<file path="src/core/pao_pkg.sv">
// Package: register map, field layout and reset values of the oscillator
package pao_pkg;

  // ----------------------------------------------------------------------
  // Register byte addresses
  // ----------------------------------------------------------------------
  localparam logic [7:0] ADDR_CONTROL   = 8'h00;
  localparam logic [7:0] ADDR_CLOCK_SEL = 8'h04;
  localparam logic [7:0] ADDR_ACC_LOW   = 8'h08;
  localparam logic [7:0] ADDR_ACC_HIGH  = 8'h0c;
  localparam logic [7:0] ADDR_ACC_UPPER = 8'h10;
  localparam logic [7:0] ADDR_INC_LOW   = 8'h14;
  localparam logic [7:0] ADDR_INC_HIGH  = 8'h18;
  localparam logic [7:0] ADDR_INC_UPPER = 8'h1c;
  localparam logic [7:0] ADDR_STATUS    = 8'h20;

  // ----------------------------------------------------------------------
  // Field positions
  // ----------------------------------------------------------------------
  localparam int CTL_ENABLE_BIT = 7;
  localparam int CTL_OUTPUT_BIT = 5;
  localparam int CTL_INVERT_BIT = 4;
  localparam int CTL_PULSE_BIT  = 0;
  localparam int CLK_PWS_LSB    = 5;
  localparam int CLK_PWS_MSB    = 7;
  localparam int CLK_CKS_LSB    = 0;
  localparam int CLK_CKS_MSB    = 1;
  localparam int STS_FLAG_BIT   = 0;
  localparam int ACC_W          = 20;

  // ----------------------------------------------------------------------
  // Reset values and encodings
  // ----------------------------------------------------------------------
  localparam logic [19:0] INC_RESET     = 20'h00001;
  localparam logic [1:0]  CKS_FAST_OSC  = 2'h0;
  localparam logic [1:0]  CKS_SYS_CLK   = 2'h1;
  localparam logic [1:0]  CKS_LOGIC_OUT = 2'h2;
  localparam logic [1:0]  RESP_OKAY     = 2'h0;
  localparam logic [1:0]  RESP_SLVERR   = 2'h2;

endpackage

</file>
<file path="src/core/pao_osc.sv">
// Phase accumulator oscillator with AXI4-Lite register slave
//
// Overview of operation
// Control bit 7 enables the oscillator; zero turns it off.
// Control bit 5 reads back the live oscillator output.
// Control bit 4 set inverts the output; clear passes it straight.
// Control bit 0 picks pulse mode; zero picks divide-by-two toggle mode.
// Clock register bits 7-5 set pulse width as 2^code input clock periods.
// Pulse width applies only in pulse mode, ignored in toggle mode.
// Pulse width longer than overflow period means output never toggles.
// Clock bits 1-0 pick input: fast oscillator, system clock, logic cell.
// Accumulator is 20 bits over three bytes; upper byte bits 7-4 read 0.
// Accumulator bytes read live value; no atomic multi-byte access.
// Software must not write the accumulator while the oscillator runs.
// Reset clears all registers except increment low bit 0, set to one.
// Increment buffer loads on the falling input edge after a low write.
// Software writes upper and high increment bytes before the low byte.
// Unimplemented control and clock register bits read as zero.
// Each rising input edge adds buffered increment; carry is overflow.
// Toggle mode flips output on every overflow for fifty percent duty.
// Pulse mode goes active on next rising edge, inactive after width.
// Every overflow sets a sticky flag until software clears it.
// Disabled oscillator holds accumulator and output at inactive level.
`timescale 1ns/1ps
`default_nettype none

module pao_osc (
  input  wire logic        ref_clk,        // System clock, 40 MHz
  input  wire logic        rst_b,          // Synchronous reset, active low
  input  wire logic        fast_osc_in,    // Internal fast oscillator
  input  wire logic        logic_cell_in,  // Logic cell output
  output logic             osc_out,        // Oscillator output, polarity set
  output logic             overflow_flag,  // Sticky overflow flag
  input  wire logic [7:0]  s_axi_awaddr,   // Write address
  input  wire logic        s_axi_awvalid,  // Write address valid
  output logic             s_axi_awready,  // Write address ready
  input  wire logic [31:0] s_axi_wdata,    // Write data
  input  wire logic [3:0]  s_axi_wstrb,    // Write byte strobes
  input  wire logic        s_axi_wvalid,   // Write data valid
  output logic             s_axi_wready,   // Write data ready
  output logic [1:0]       s_axi_bresp,    // Write response
  output logic             s_axi_bvalid,   // Write response valid
  input  wire logic        s_axi_bready,   // Write response ready
  input  wire logic [7:0]  s_axi_araddr,   // Read address
  input  wire logic        s_axi_arvalid,  // Read address valid
  output logic             s_axi_arready,  // Read address ready
  output logic [31:0]      s_axi_rdata,    // Read data
  output logic [1:0]       s_axi_rresp,    // Read response
  output logic             s_axi_rvalid,   // Read data valid
  input  wire logic        s_axi_rready    // Read data ready
);

  // ----------------------------------------------------------------------
  // Declarations
  // ----------------------------------------------------------------------
  logic        enable_q, invert_q, pulse_mode_q;
  logic [2:0]  pulse_width_select_q;
  logic [1:0]  input_clock_select_q;
  logic [19:0] phase_accumulator_q;
  logic [19:0] phase_increment_q;
  logic [19:0] increment_buffer_q;
  logic        load_pending_q;
  logic        raw_q, carry_q;
  logic [7:0]  width_cnt_q;
  logic        fast_s1_q, fast_s2_q, fast_s3_q;
  logic        cell_s1_q, cell_s2_q, cell_s3_q;
  logic        rise_tick, fall_tick;
  logic [20:0] sum;
  logic        wr_en, rd_en;
  logic [7:0]  wbyte;
  logic        set_flag;

  // Address match helper for byte registers on lane 0
  function automatic logic hit(input logic [7:0] a, input logic [7:0] r);
    hit = (a == r);
  endfunction

  // Pulse width as a count of input periods minus one
  function automatic logic [7:0] width_load(input logic [2:0] code);
    width_load = 8'(({7'h00, 1'b1} << code) - 8'h01);
  endfunction

  // ----------------------------------------------------------------------
  // Input clock synchronisers and edge ticks
  // ----------------------------------------------------------------------
  // Two flops before use; the third only remembers the settled level
  always_ff @(posedge ref_clk) begin
    if (!rst_b) begin
      fast_s1_q <= 1'b0;
      fast_s2_q <= 1'b0;
      fast_s3_q <= 1'b0;
      cell_s1_q <= 1'b0;
      cell_s2_q <= 1'b0;
      cell_s3_q <= 1'b0;
    end else begin
      fast_s1_q <= fast_osc_in;
      fast_s2_q <= fast_s1_q;
      fast_s3_q <= fast_s2_q;
      cell_s1_q <= logic_cell_in;
      cell_s2_q <= cell_s1_q;
      cell_s3_q <= cell_s2_q;
    end
  end

  // Source select; a fast oscillator above half the system rate aliases
  always_comb begin
    case (input_clock_select_q)
      pao_pkg::CKS_FAST_OSC: begin
        rise_tick = fast_s2_q & ~fast_s3_q;
        fall_tick = ~fast_s2_q & fast_s3_q;
      end
      pao_pkg::CKS_SYS_CLK: begin
        rise_tick = 1'b1;
        fall_tick = 1'b1;
      end
      pao_pkg::CKS_LOGIC_OUT: begin
        rise_tick = cell_s2_q & ~cell_s3_q;
        fall_tick = ~cell_s2_q & cell_s3_q;
      end
      default: begin
        rise_tick = 1'b0;
        fall_tick = 1'b0;
      end
    endcase
  end

  // ----------------------------------------------------------------------
  // Bus write decode
  // ----------------------------------------------------------------------
  assign wr_en = s_axi_awready & s_axi_awvalid & s_axi_wvalid
                 & s_axi_wstrb[0];
  assign wbyte = s_axi_wdata[7:0];
  assign rd_en = s_axi_arready & s_axi_arvalid;
  assign sum   = {1'b0, phase_accumulator_q} + {1'b0, increment_buffer_q};
  assign set_flag = enable_q & rise_tick & sum[20];

  // Control and clock select registers
  always_ff @(posedge ref_clk) begin
    if (!rst_b) begin
      enable_q             <= 1'b0;
      invert_q             <= 1'b0;
      pulse_mode_q         <= 1'b0;
      pulse_width_select_q <= 3'h0;
      input_clock_select_q <= 2'h0;
    end else if (wr_en) begin
      if (hit(s_axi_awaddr, pao_pkg::ADDR_CONTROL)) begin
        enable_q     <= wbyte[pao_pkg::CTL_ENABLE_BIT];
        invert_q     <= wbyte[pao_pkg::CTL_INVERT_BIT];
        pulse_mode_q <= wbyte[pao_pkg::CTL_PULSE_BIT];
      end
      if (hit(s_axi_awaddr, pao_pkg::ADDR_CLOCK_SEL)) begin
        pulse_width_select_q <=
          wbyte[pao_pkg::CLK_PWS_MSB:pao_pkg::CLK_PWS_LSB];
        input_clock_select_q <=
          wbyte[pao_pkg::CLK_CKS_MSB:pao_pkg::CLK_CKS_LSB];
      end
    end
  end

  // Visible increment bytes; the low write arms the buffer load
  always_ff @(posedge ref_clk) begin
    if (!rst_b) begin
      phase_increment_q <= pao_pkg::INC_RESET;
    end else if (wr_en) begin
      if (hit(s_axi_awaddr, pao_pkg::ADDR_INC_LOW))
        phase_increment_q[7:0] <= wbyte;
      if (hit(s_axi_awaddr, pao_pkg::ADDR_INC_HIGH))
        phase_increment_q[15:8] <= wbyte;
      if (hit(s_axi_awaddr, pao_pkg::ADDR_INC_UPPER))
        phase_increment_q[19:16] <= wbyte[3:0];
    end
  end

  // Hidden buffer: falling input edge when running, at once when stopped
  always_ff @(posedge ref_clk) begin
    if (!rst_b) begin
      increment_buffer_q <= pao_pkg::INC_RESET;
      load_pending_q     <= 1'b0;
    end else begin
      if (load_pending_q && (!enable_q || fall_tick))
        increment_buffer_q <= phase_increment_q;
      // A fresh low write wins over the load that retires the old one
      if (wr_en && hit(s_axi_awaddr, pao_pkg::ADDR_INC_LOW))
        load_pending_q <= 1'b1;
      else if (!enable_q || fall_tick)
        load_pending_q <= 1'b0;
    end
  end

  // ----------------------------------------------------------------------
  // Accumulator
  // ----------------------------------------------------------------------
  // Software writes while running are undefined; the bus write wins here
  always_ff @(posedge ref_clk) begin
    if (!rst_b) begin
      phase_accumulator_q <= 20'h00000;
    end else if (wr_en && hit(s_axi_awaddr, pao_pkg::ADDR_ACC_LOW)) begin
      phase_accumulator_q[7:0] <= wbyte;
    end else if (wr_en && hit(s_axi_awaddr, pao_pkg::ADDR_ACC_HIGH)) begin
      phase_accumulator_q[15:8] <= wbyte;
    end else if (wr_en && hit(s_axi_awaddr, pao_pkg::ADDR_ACC_UPPER)) begin
      phase_accumulator_q[19:16] <= wbyte[3:0];
    end else if (enable_q && rise_tick) begin
      phase_accumulator_q <= sum[19:0];
    end
  end

  // ----------------------------------------------------------------------
  // Output shaping
  // ----------------------------------------------------------------------
  // Carry is held one input edge so pulses start on the following edge
  always_ff @(posedge ref_clk) begin
    if (!rst_b || !enable_q) begin
      carry_q     <= 1'b0;
      raw_q       <= 1'b0;
      width_cnt_q <= 8'h00;
    end else if (rise_tick) begin
      carry_q <= sum[20];
      if (!pulse_mode_q) begin
        if (sum[20])
          raw_q <= ~raw_q;
      end else if (carry_q) begin
        // Retrigger keeps the output active: no toggle if width too long
        raw_q       <= 1'b1;
        width_cnt_q <= width_load(pulse_width_select_q);
      end else if (width_cnt_q != 8'h00) begin
        width_cnt_q <= width_cnt_q - 8'h01;
      end else begin
        raw_q <= 1'b0;
      end
    end
  end

  // Polarity is the last stage; disabled output sits at inactive level
  always_ff @(posedge ref_clk) begin
    if (!rst_b)
      osc_out <= 1'b0;
    else
      osc_out <= (enable_q & raw_q) ^ invert_q;
  end

  // Sticky overflow flag, write one to bit 0 to clear; set wins
  always_ff @(posedge ref_clk) begin
    if (!rst_b)
      overflow_flag <= 1'b0;
    else if (set_flag)
      overflow_flag <= 1'b1;
    else if (wr_en && hit(s_axi_awaddr, pao_pkg::ADDR_STATUS)
             && wbyte[pao_pkg::STS_FLAG_BIT])
      overflow_flag <= 1'b0;
  end

  // ----------------------------------------------------------------------
  // AXI4-Lite handshakes
  // ----------------------------------------------------------------------
  // Address and data are taken together, one write in flight at a time
  always_ff @(posedge ref_clk) begin
    if (!rst_b) begin
      s_axi_awready <= 1'b0;
      s_axi_wready  <= 1'b0;
      s_axi_bvalid  <= 1'b0;
      s_axi_bresp   <= pao_pkg::RESP_OKAY;
    end else begin
      s_axi_awready <= s_axi_awvalid & s_axi_wvalid & ~s_axi_awready
                       & ~s_axi_bvalid;
      s_axi_wready  <= s_axi_awvalid & s_axi_wvalid & ~s_axi_awready
                       & ~s_axi_bvalid;
      if (s_axi_awready && s_axi_awvalid && s_axi_wvalid) begin
        s_axi_bvalid <= 1'b1;
        s_axi_bresp  <= (s_axi_awaddr > pao_pkg::ADDR_STATUS ||
                         s_axi_awaddr[1:0] != 2'h0) ?
                        pao_pkg::RESP_SLVERR : pao_pkg::RESP_OKAY;
      end else if (s_axi_bready) begin
        s_axi_bvalid <= 1'b0;
      end
    end
  end

  // Read path; accumulator bytes are sampled live, not as one word
  always_ff @(posedge ref_clk) begin
    if (!rst_b) begin
      s_axi_arready <= 1'b0;
      s_axi_rvalid  <= 1'b0;
      s_axi_rdata   <= 32'h00000000;
      s_axi_rresp   <= pao_pkg::RESP_OKAY;
    end else begin
      s_axi_arready <= s_axi_arvalid & ~s_axi_arready & ~s_axi_rvalid;
      if (rd_en) begin
        s_axi_rvalid <= 1'b1;
        s_axi_rresp  <= pao_pkg::RESP_OKAY;
        s_axi_rdata  <= 32'h00000000;
        case (s_axi_araddr)
          pao_pkg::ADDR_CONTROL:
            s_axi_rdata[7:0] <= {enable_q, 1'b0, osc_out,
                                 invert_q, 3'h0, pulse_mode_q};
          pao_pkg::ADDR_CLOCK_SEL:
            s_axi_rdata[7:0] <= {pulse_width_select_q, 3'h0,
                                 input_clock_select_q};
          pao_pkg::ADDR_ACC_LOW:
            s_axi_rdata[7:0] <= phase_accumulator_q[7:0];
          pao_pkg::ADDR_ACC_HIGH:
            s_axi_rdata[7:0] <= phase_accumulator_q[15:8];
          pao_pkg::ADDR_ACC_UPPER:
            s_axi_rdata[7:0] <= {4'h0, phase_accumulator_q[19:16]};
          pao_pkg::ADDR_INC_LOW:
            s_axi_rdata[7:0] <= phase_increment_q[7:0];
          pao_pkg::ADDR_INC_HIGH:
            s_axi_rdata[7:0] <= phase_increment_q[15:8];
          pao_pkg::ADDR_INC_UPPER:
            s_axi_rdata[7:0] <= {4'h0, phase_increment_q[19:16]};
          pao_pkg::ADDR_STATUS:
            s_axi_rdata[7:0] <= {7'h00, overflow_flag};
          default:
            s_axi_rresp <= pao_pkg::RESP_SLVERR;
        endcase
      end else if (s_axi_rready) begin
        s_axi_rvalid <= 1'b0;
      end
    end
  end

endmodule

`default_nettype wire

</file>
<file path="config.mk">
export PLATFORM = sky130hd
export DESIGN_NAME = pao_osc
export DESIGN_NICKNAME = d
export VERILOG_FILES = /design/src/core/pao_pkg.sv /design/src/core/pao_osc.sv
export SDC_FILE = /design/constraint.sdc
export NUM_CORES = 1
export LEC_CHECK = 0
export BUFFER_PORTS_ARGS = -buffer_cell sky130_fd_sc_hd__buf_2
export CAP_MARGIN = 40
export CORE_MARGIN = 2
export CORE_UTILIZATION = 30
export CTS_BUF_LIST = sky130_fd_sc_hd__clkbuf_8 sky130_fd_sc_hd__clkbuf_16
export CTS_CLUSTER_DIAMETER = 80
export CTS_CLUSTER_SIZE = 12
export DETAILED_ROUTE_END_ITERATION = 16
export PLACE_DENSITY = 0.57
export SLEW_MARGIN = 15
export SYNTH_ARGS = -nofsm -noshare
export SYNTH_HDL_FRONTEND = slang
export SYNTH_SLANG_ARGS = --single-unit
</file>
<file path="constraint.sdc">
create_clock -name ref_clk -period 3.08 [get_ports ref_clk]
set_clock_uncertainty 0.15 [all_clocks]
set_input_delay 0.154 -clock ref_clk [delete_from_list [all_inputs] [get_ports ref_clk]]
set_output_delay 0.154 -clock ref_clk [all_outputs]
set_load 0.01 [all_outputs]
</file>
==> results by group <==
Route
  • 1st-iter DRT viols: 293
  • Residual DRC count: 0
  • WL final: around 17 mm
  • Drt pass-1 iters: 5
  • DR WL/cell: 16.6 um
  • Vias: 5185
  • Via density: 5.09
  • Routed Antenna Nets: 0

Placed design
  • Global placement routability congestion: 0.883
  • IO buf count: 50
  • DP HPWL: 12.5 mm
  • Placed inst area: between 6000 and 7000 um^2

Layout
  • Commonest cells after routing, fill and taps aside: dfxtp_1, nor2_1, a21oi_1, mux2i_1, nand2_1
  • Nets: 830
  • Fraction of layout cells with a size suffix above 1: between 10% and 20%
  • Area growth, synth to finish: 15.0%
  • Post-route cell area: between 6000 and 7000 um^2
  • Most common cell after layout, fill and taps aside: dfxtp_1

Status
  • Status: completed

Worst setup path
  • Reg-to-reg slack, setup: 0.44 ns
  • R2R cell count: 9
  • Nature of the critical path startpoint: flip-flop
  • Crit Path Category: flip-flop to flip-flop
  • CP Cell Sequence: ha_1, fa_1, a21o_1, a221oi_1, buf_4, or2_2, a21oi_1, o211a_1, a211o_1
  • Critical Path AT: 2.74 ns
  • Worst setup path end: raw_q
  • Slowest CP cell: fa_1
  • CP Data Required Time: 3.18 ns
  • Largest stage delay, worst path: between 0.4 and 0.5 ns
  • Worst R2R End: raw_q
  • Crit. End Element: flip-flop
  • Crit path from: phase_accumulator_q[0]
  • RR Startpoint: phase_accumulator_q[0]
  • Crit-path max FO: 5

Clocking
  • Clk_lat worst skew: 0.36 ns
  • Clock root buffer: clkbuf_16
  • Post-CTS Resized: 0
  • CTS buffer count: 9
  • Max H-tree Level: 3
  • CTS tree: yes
  • Deepest clock path buffer count: 2
  • Clock-pin slew on the worst setup and hold paths: 0.07 ns
  • Clock sink count: between 100 and 150

Timing
  • Worst Tran Pin Value: 0.708 ns
  • Fin Hold WS: 0.0228 ns
  • Final Hold Fails: 0
  • # setup viols final: 0
  • FMAX: 0.379 GHz
  • Final setup TNS: 0 ns
  • Setup repair after global routing missed its margin: false
  • Slew margin rel.: 52.2%
  • Tcrit/Tclk final: 85.6%
  • Tmin final: 2.64 ns
  • Slew Limit Fails: 0

Pwr
  • Power density over the cells: 395 nW/um^2
  • Leak pwr: 2.97 nW
  • Tot Pwr: 0.00269 W
  • Maximum VDD drop: 245 uV

Yosys
  • Post-synthesis register bit count: 101
  • Synth Area per Inst: approximately 8.4 um^2
  • Ys flop type: dfxtp_1
  • Adder-Cell Fraction of Synth Area: 4.77%
  • Simple logic cell fraction of the synthesized area: 19.3%
  • Largest family of logic cells by synthesized area: compound AO/OA/AOI/OAI gates
  • Ys async rst share: 0%
  • Cells after synthesis: roughly 700
  • Synth unique cells: 75
  • XOR/XNOR Fraction of Synth Area: 2.51%
  • YS warnings: 0
  • Number of synthesized flops with an enable pin: 0
  • Mapped cell area: 5930 um^2
  • Multiplexer share of the synthesized area: 12.4%
  • Sequential fraction of the synthesis area: 34.1%
  • Compound-Gate Fraction of Synth Area: 19.9%

Global routing
  • Largest net degree at the start of global routing: 26
  • GRT Overall Usage: 16.4%
  • Gr ovfl total: 0
  • First-pass GRT wire length: 26.2 mm
  • Initial antenna violation count: 0
  • Vias in the first global route: 4687

Floorplan
  • Core Region: 19500 um^2
  • Die Span X: between 100 and 150 um
  • Initial Utilization: between 30% and 40%
  • Io pins: roughly 100
  • Die Y-Extent: 145 um
  • Total Die Area: 20900 um^2
  • Num rows: 51

Run
  • Max cap viols: 0

Hold path
  • Hold path depth: 3
  • Hold WC Path Type: input pin to flip-flop
## worst min path at each step
| stage | startpoint | to | slack (ns) |
|---|---|---|---|
| finish | s_axi_wdata[0] | pulse_mode_q | 0.02 |
| global route | s_axi_wdata[5] | phase_increment_q[13] | 0.02 |
| CTS | s_axi_wdata[5] | phase_increment_q[13] | 0.01 |
| detailed placement | fast_osc_in | fast_s1_q | 0.21 |
| global placement | fast_osc_in | fast_s1_q | 0.21 |
| floorplan | s_axi_awvalid | s_axi_wready | 0.12 |
## metrics by stage
step | worst slack (ns) | std cells | util, %
after CTS | 0.465 | 1017 | 35.0
after floorplan | 0.515 | 727 | -
final | 0.443 | 1018 | 35.0
after global routing | 0.346 | 1017 | 35.0
after detailed placement | 0.484 | 987 | 32.7
after global placement | 0.487 | 986 | 32.5
## power by group
part           internal, W  switching, W
Combinational    0.0000563      0.000106
Clock             0.000682      0.000534
Sequential         0.00131    0.00000347
## kinds of logic (layout without fill, tap and decap cells)
family,count (synthesis),in the layout
DFF,101,101
xor gates and xnor gates,17,17
muxes,71,71
adders and majority gates,22,22
AOI/OAI and AO/OA,181,181
buffers and inverters,79,104
other,1,27
and+or+nand+nor,230,230
## repair_timing
action | 4_1_cts | 5_1_grt
endpoints found under the hold margin | 15 | 0
setup buffers | 0 | 0
hold buffers | 14 | 0
## synthesized netlist by cell type (7+ instances only)
master / n / area share, %
mux2_2: 9 / 1.7
mux2i_1: 61 / 10
nand2_1: 53 / 3.4
dfxtp_1: 101 / 34
ha_1: 21 / 4.4
xnor2_1: 8 / 1.2
clkbuf_1: 30 / 1.9
nand3_1: 17 / 1.4
nor2b_1: 9 / 0.95
a211oi_1: 11 / 1.4
nor2_1: 82 / 5.2
o21ai_0: 32 / 2.7
a21oi_1: 61 / 5.1
inv_1: 11 / 0.70
buf_4: 29 / 3.7
o21a_1: 7 / 0.89
xor2_1: 9 / 1.3
o211ai_1: 8 / 1.0
nand4_1: 7 / 0.74
## critical path, delay by kind of cell, from the launching register on
kind,cells,cell delay [ns]
AOI/OAI and AO/OA,5,1.04
adders and majority gates,2,0.67
buffers and inverters,1,0.19
DFF,1,0.33
and+or+nand+nor,1,0.14
## per-layer routing
| layer | global-route usage (%) | part of all wire (%) |
|---|---|---|
| met5 | 0 | 0 |
| met4 | 4.19 | 1.4 |
| met3 | 3.31 | 4.0 |
| met2 | 24.6 | 43 |
| met1 | 23.9 | 51 |
## state kept, by name, summed over array words and instances (netlist names), 2 cells and up
signal and cells:
s_axi_rdata 8, width_cnt_q 8, input_clock_select_q 2, pulse_width_select_q 3, phase_accumulator_q 20, increment_buffer_q 20
phase_increment_q 20
## area by class of cell
cell class	count	area, um^2
Antenna cell	1	2.50
Clock buffer	11	253
Clock inverter	5	63.8
Fill cell	2064	12600
Inverter	11	41.3
Multi-Input combinational cell	547	3590
Sequential cell	101	2020
Tap cell	265	332
Timing Repair Buffer	77	520
Power figures use the tool's default switching activity.
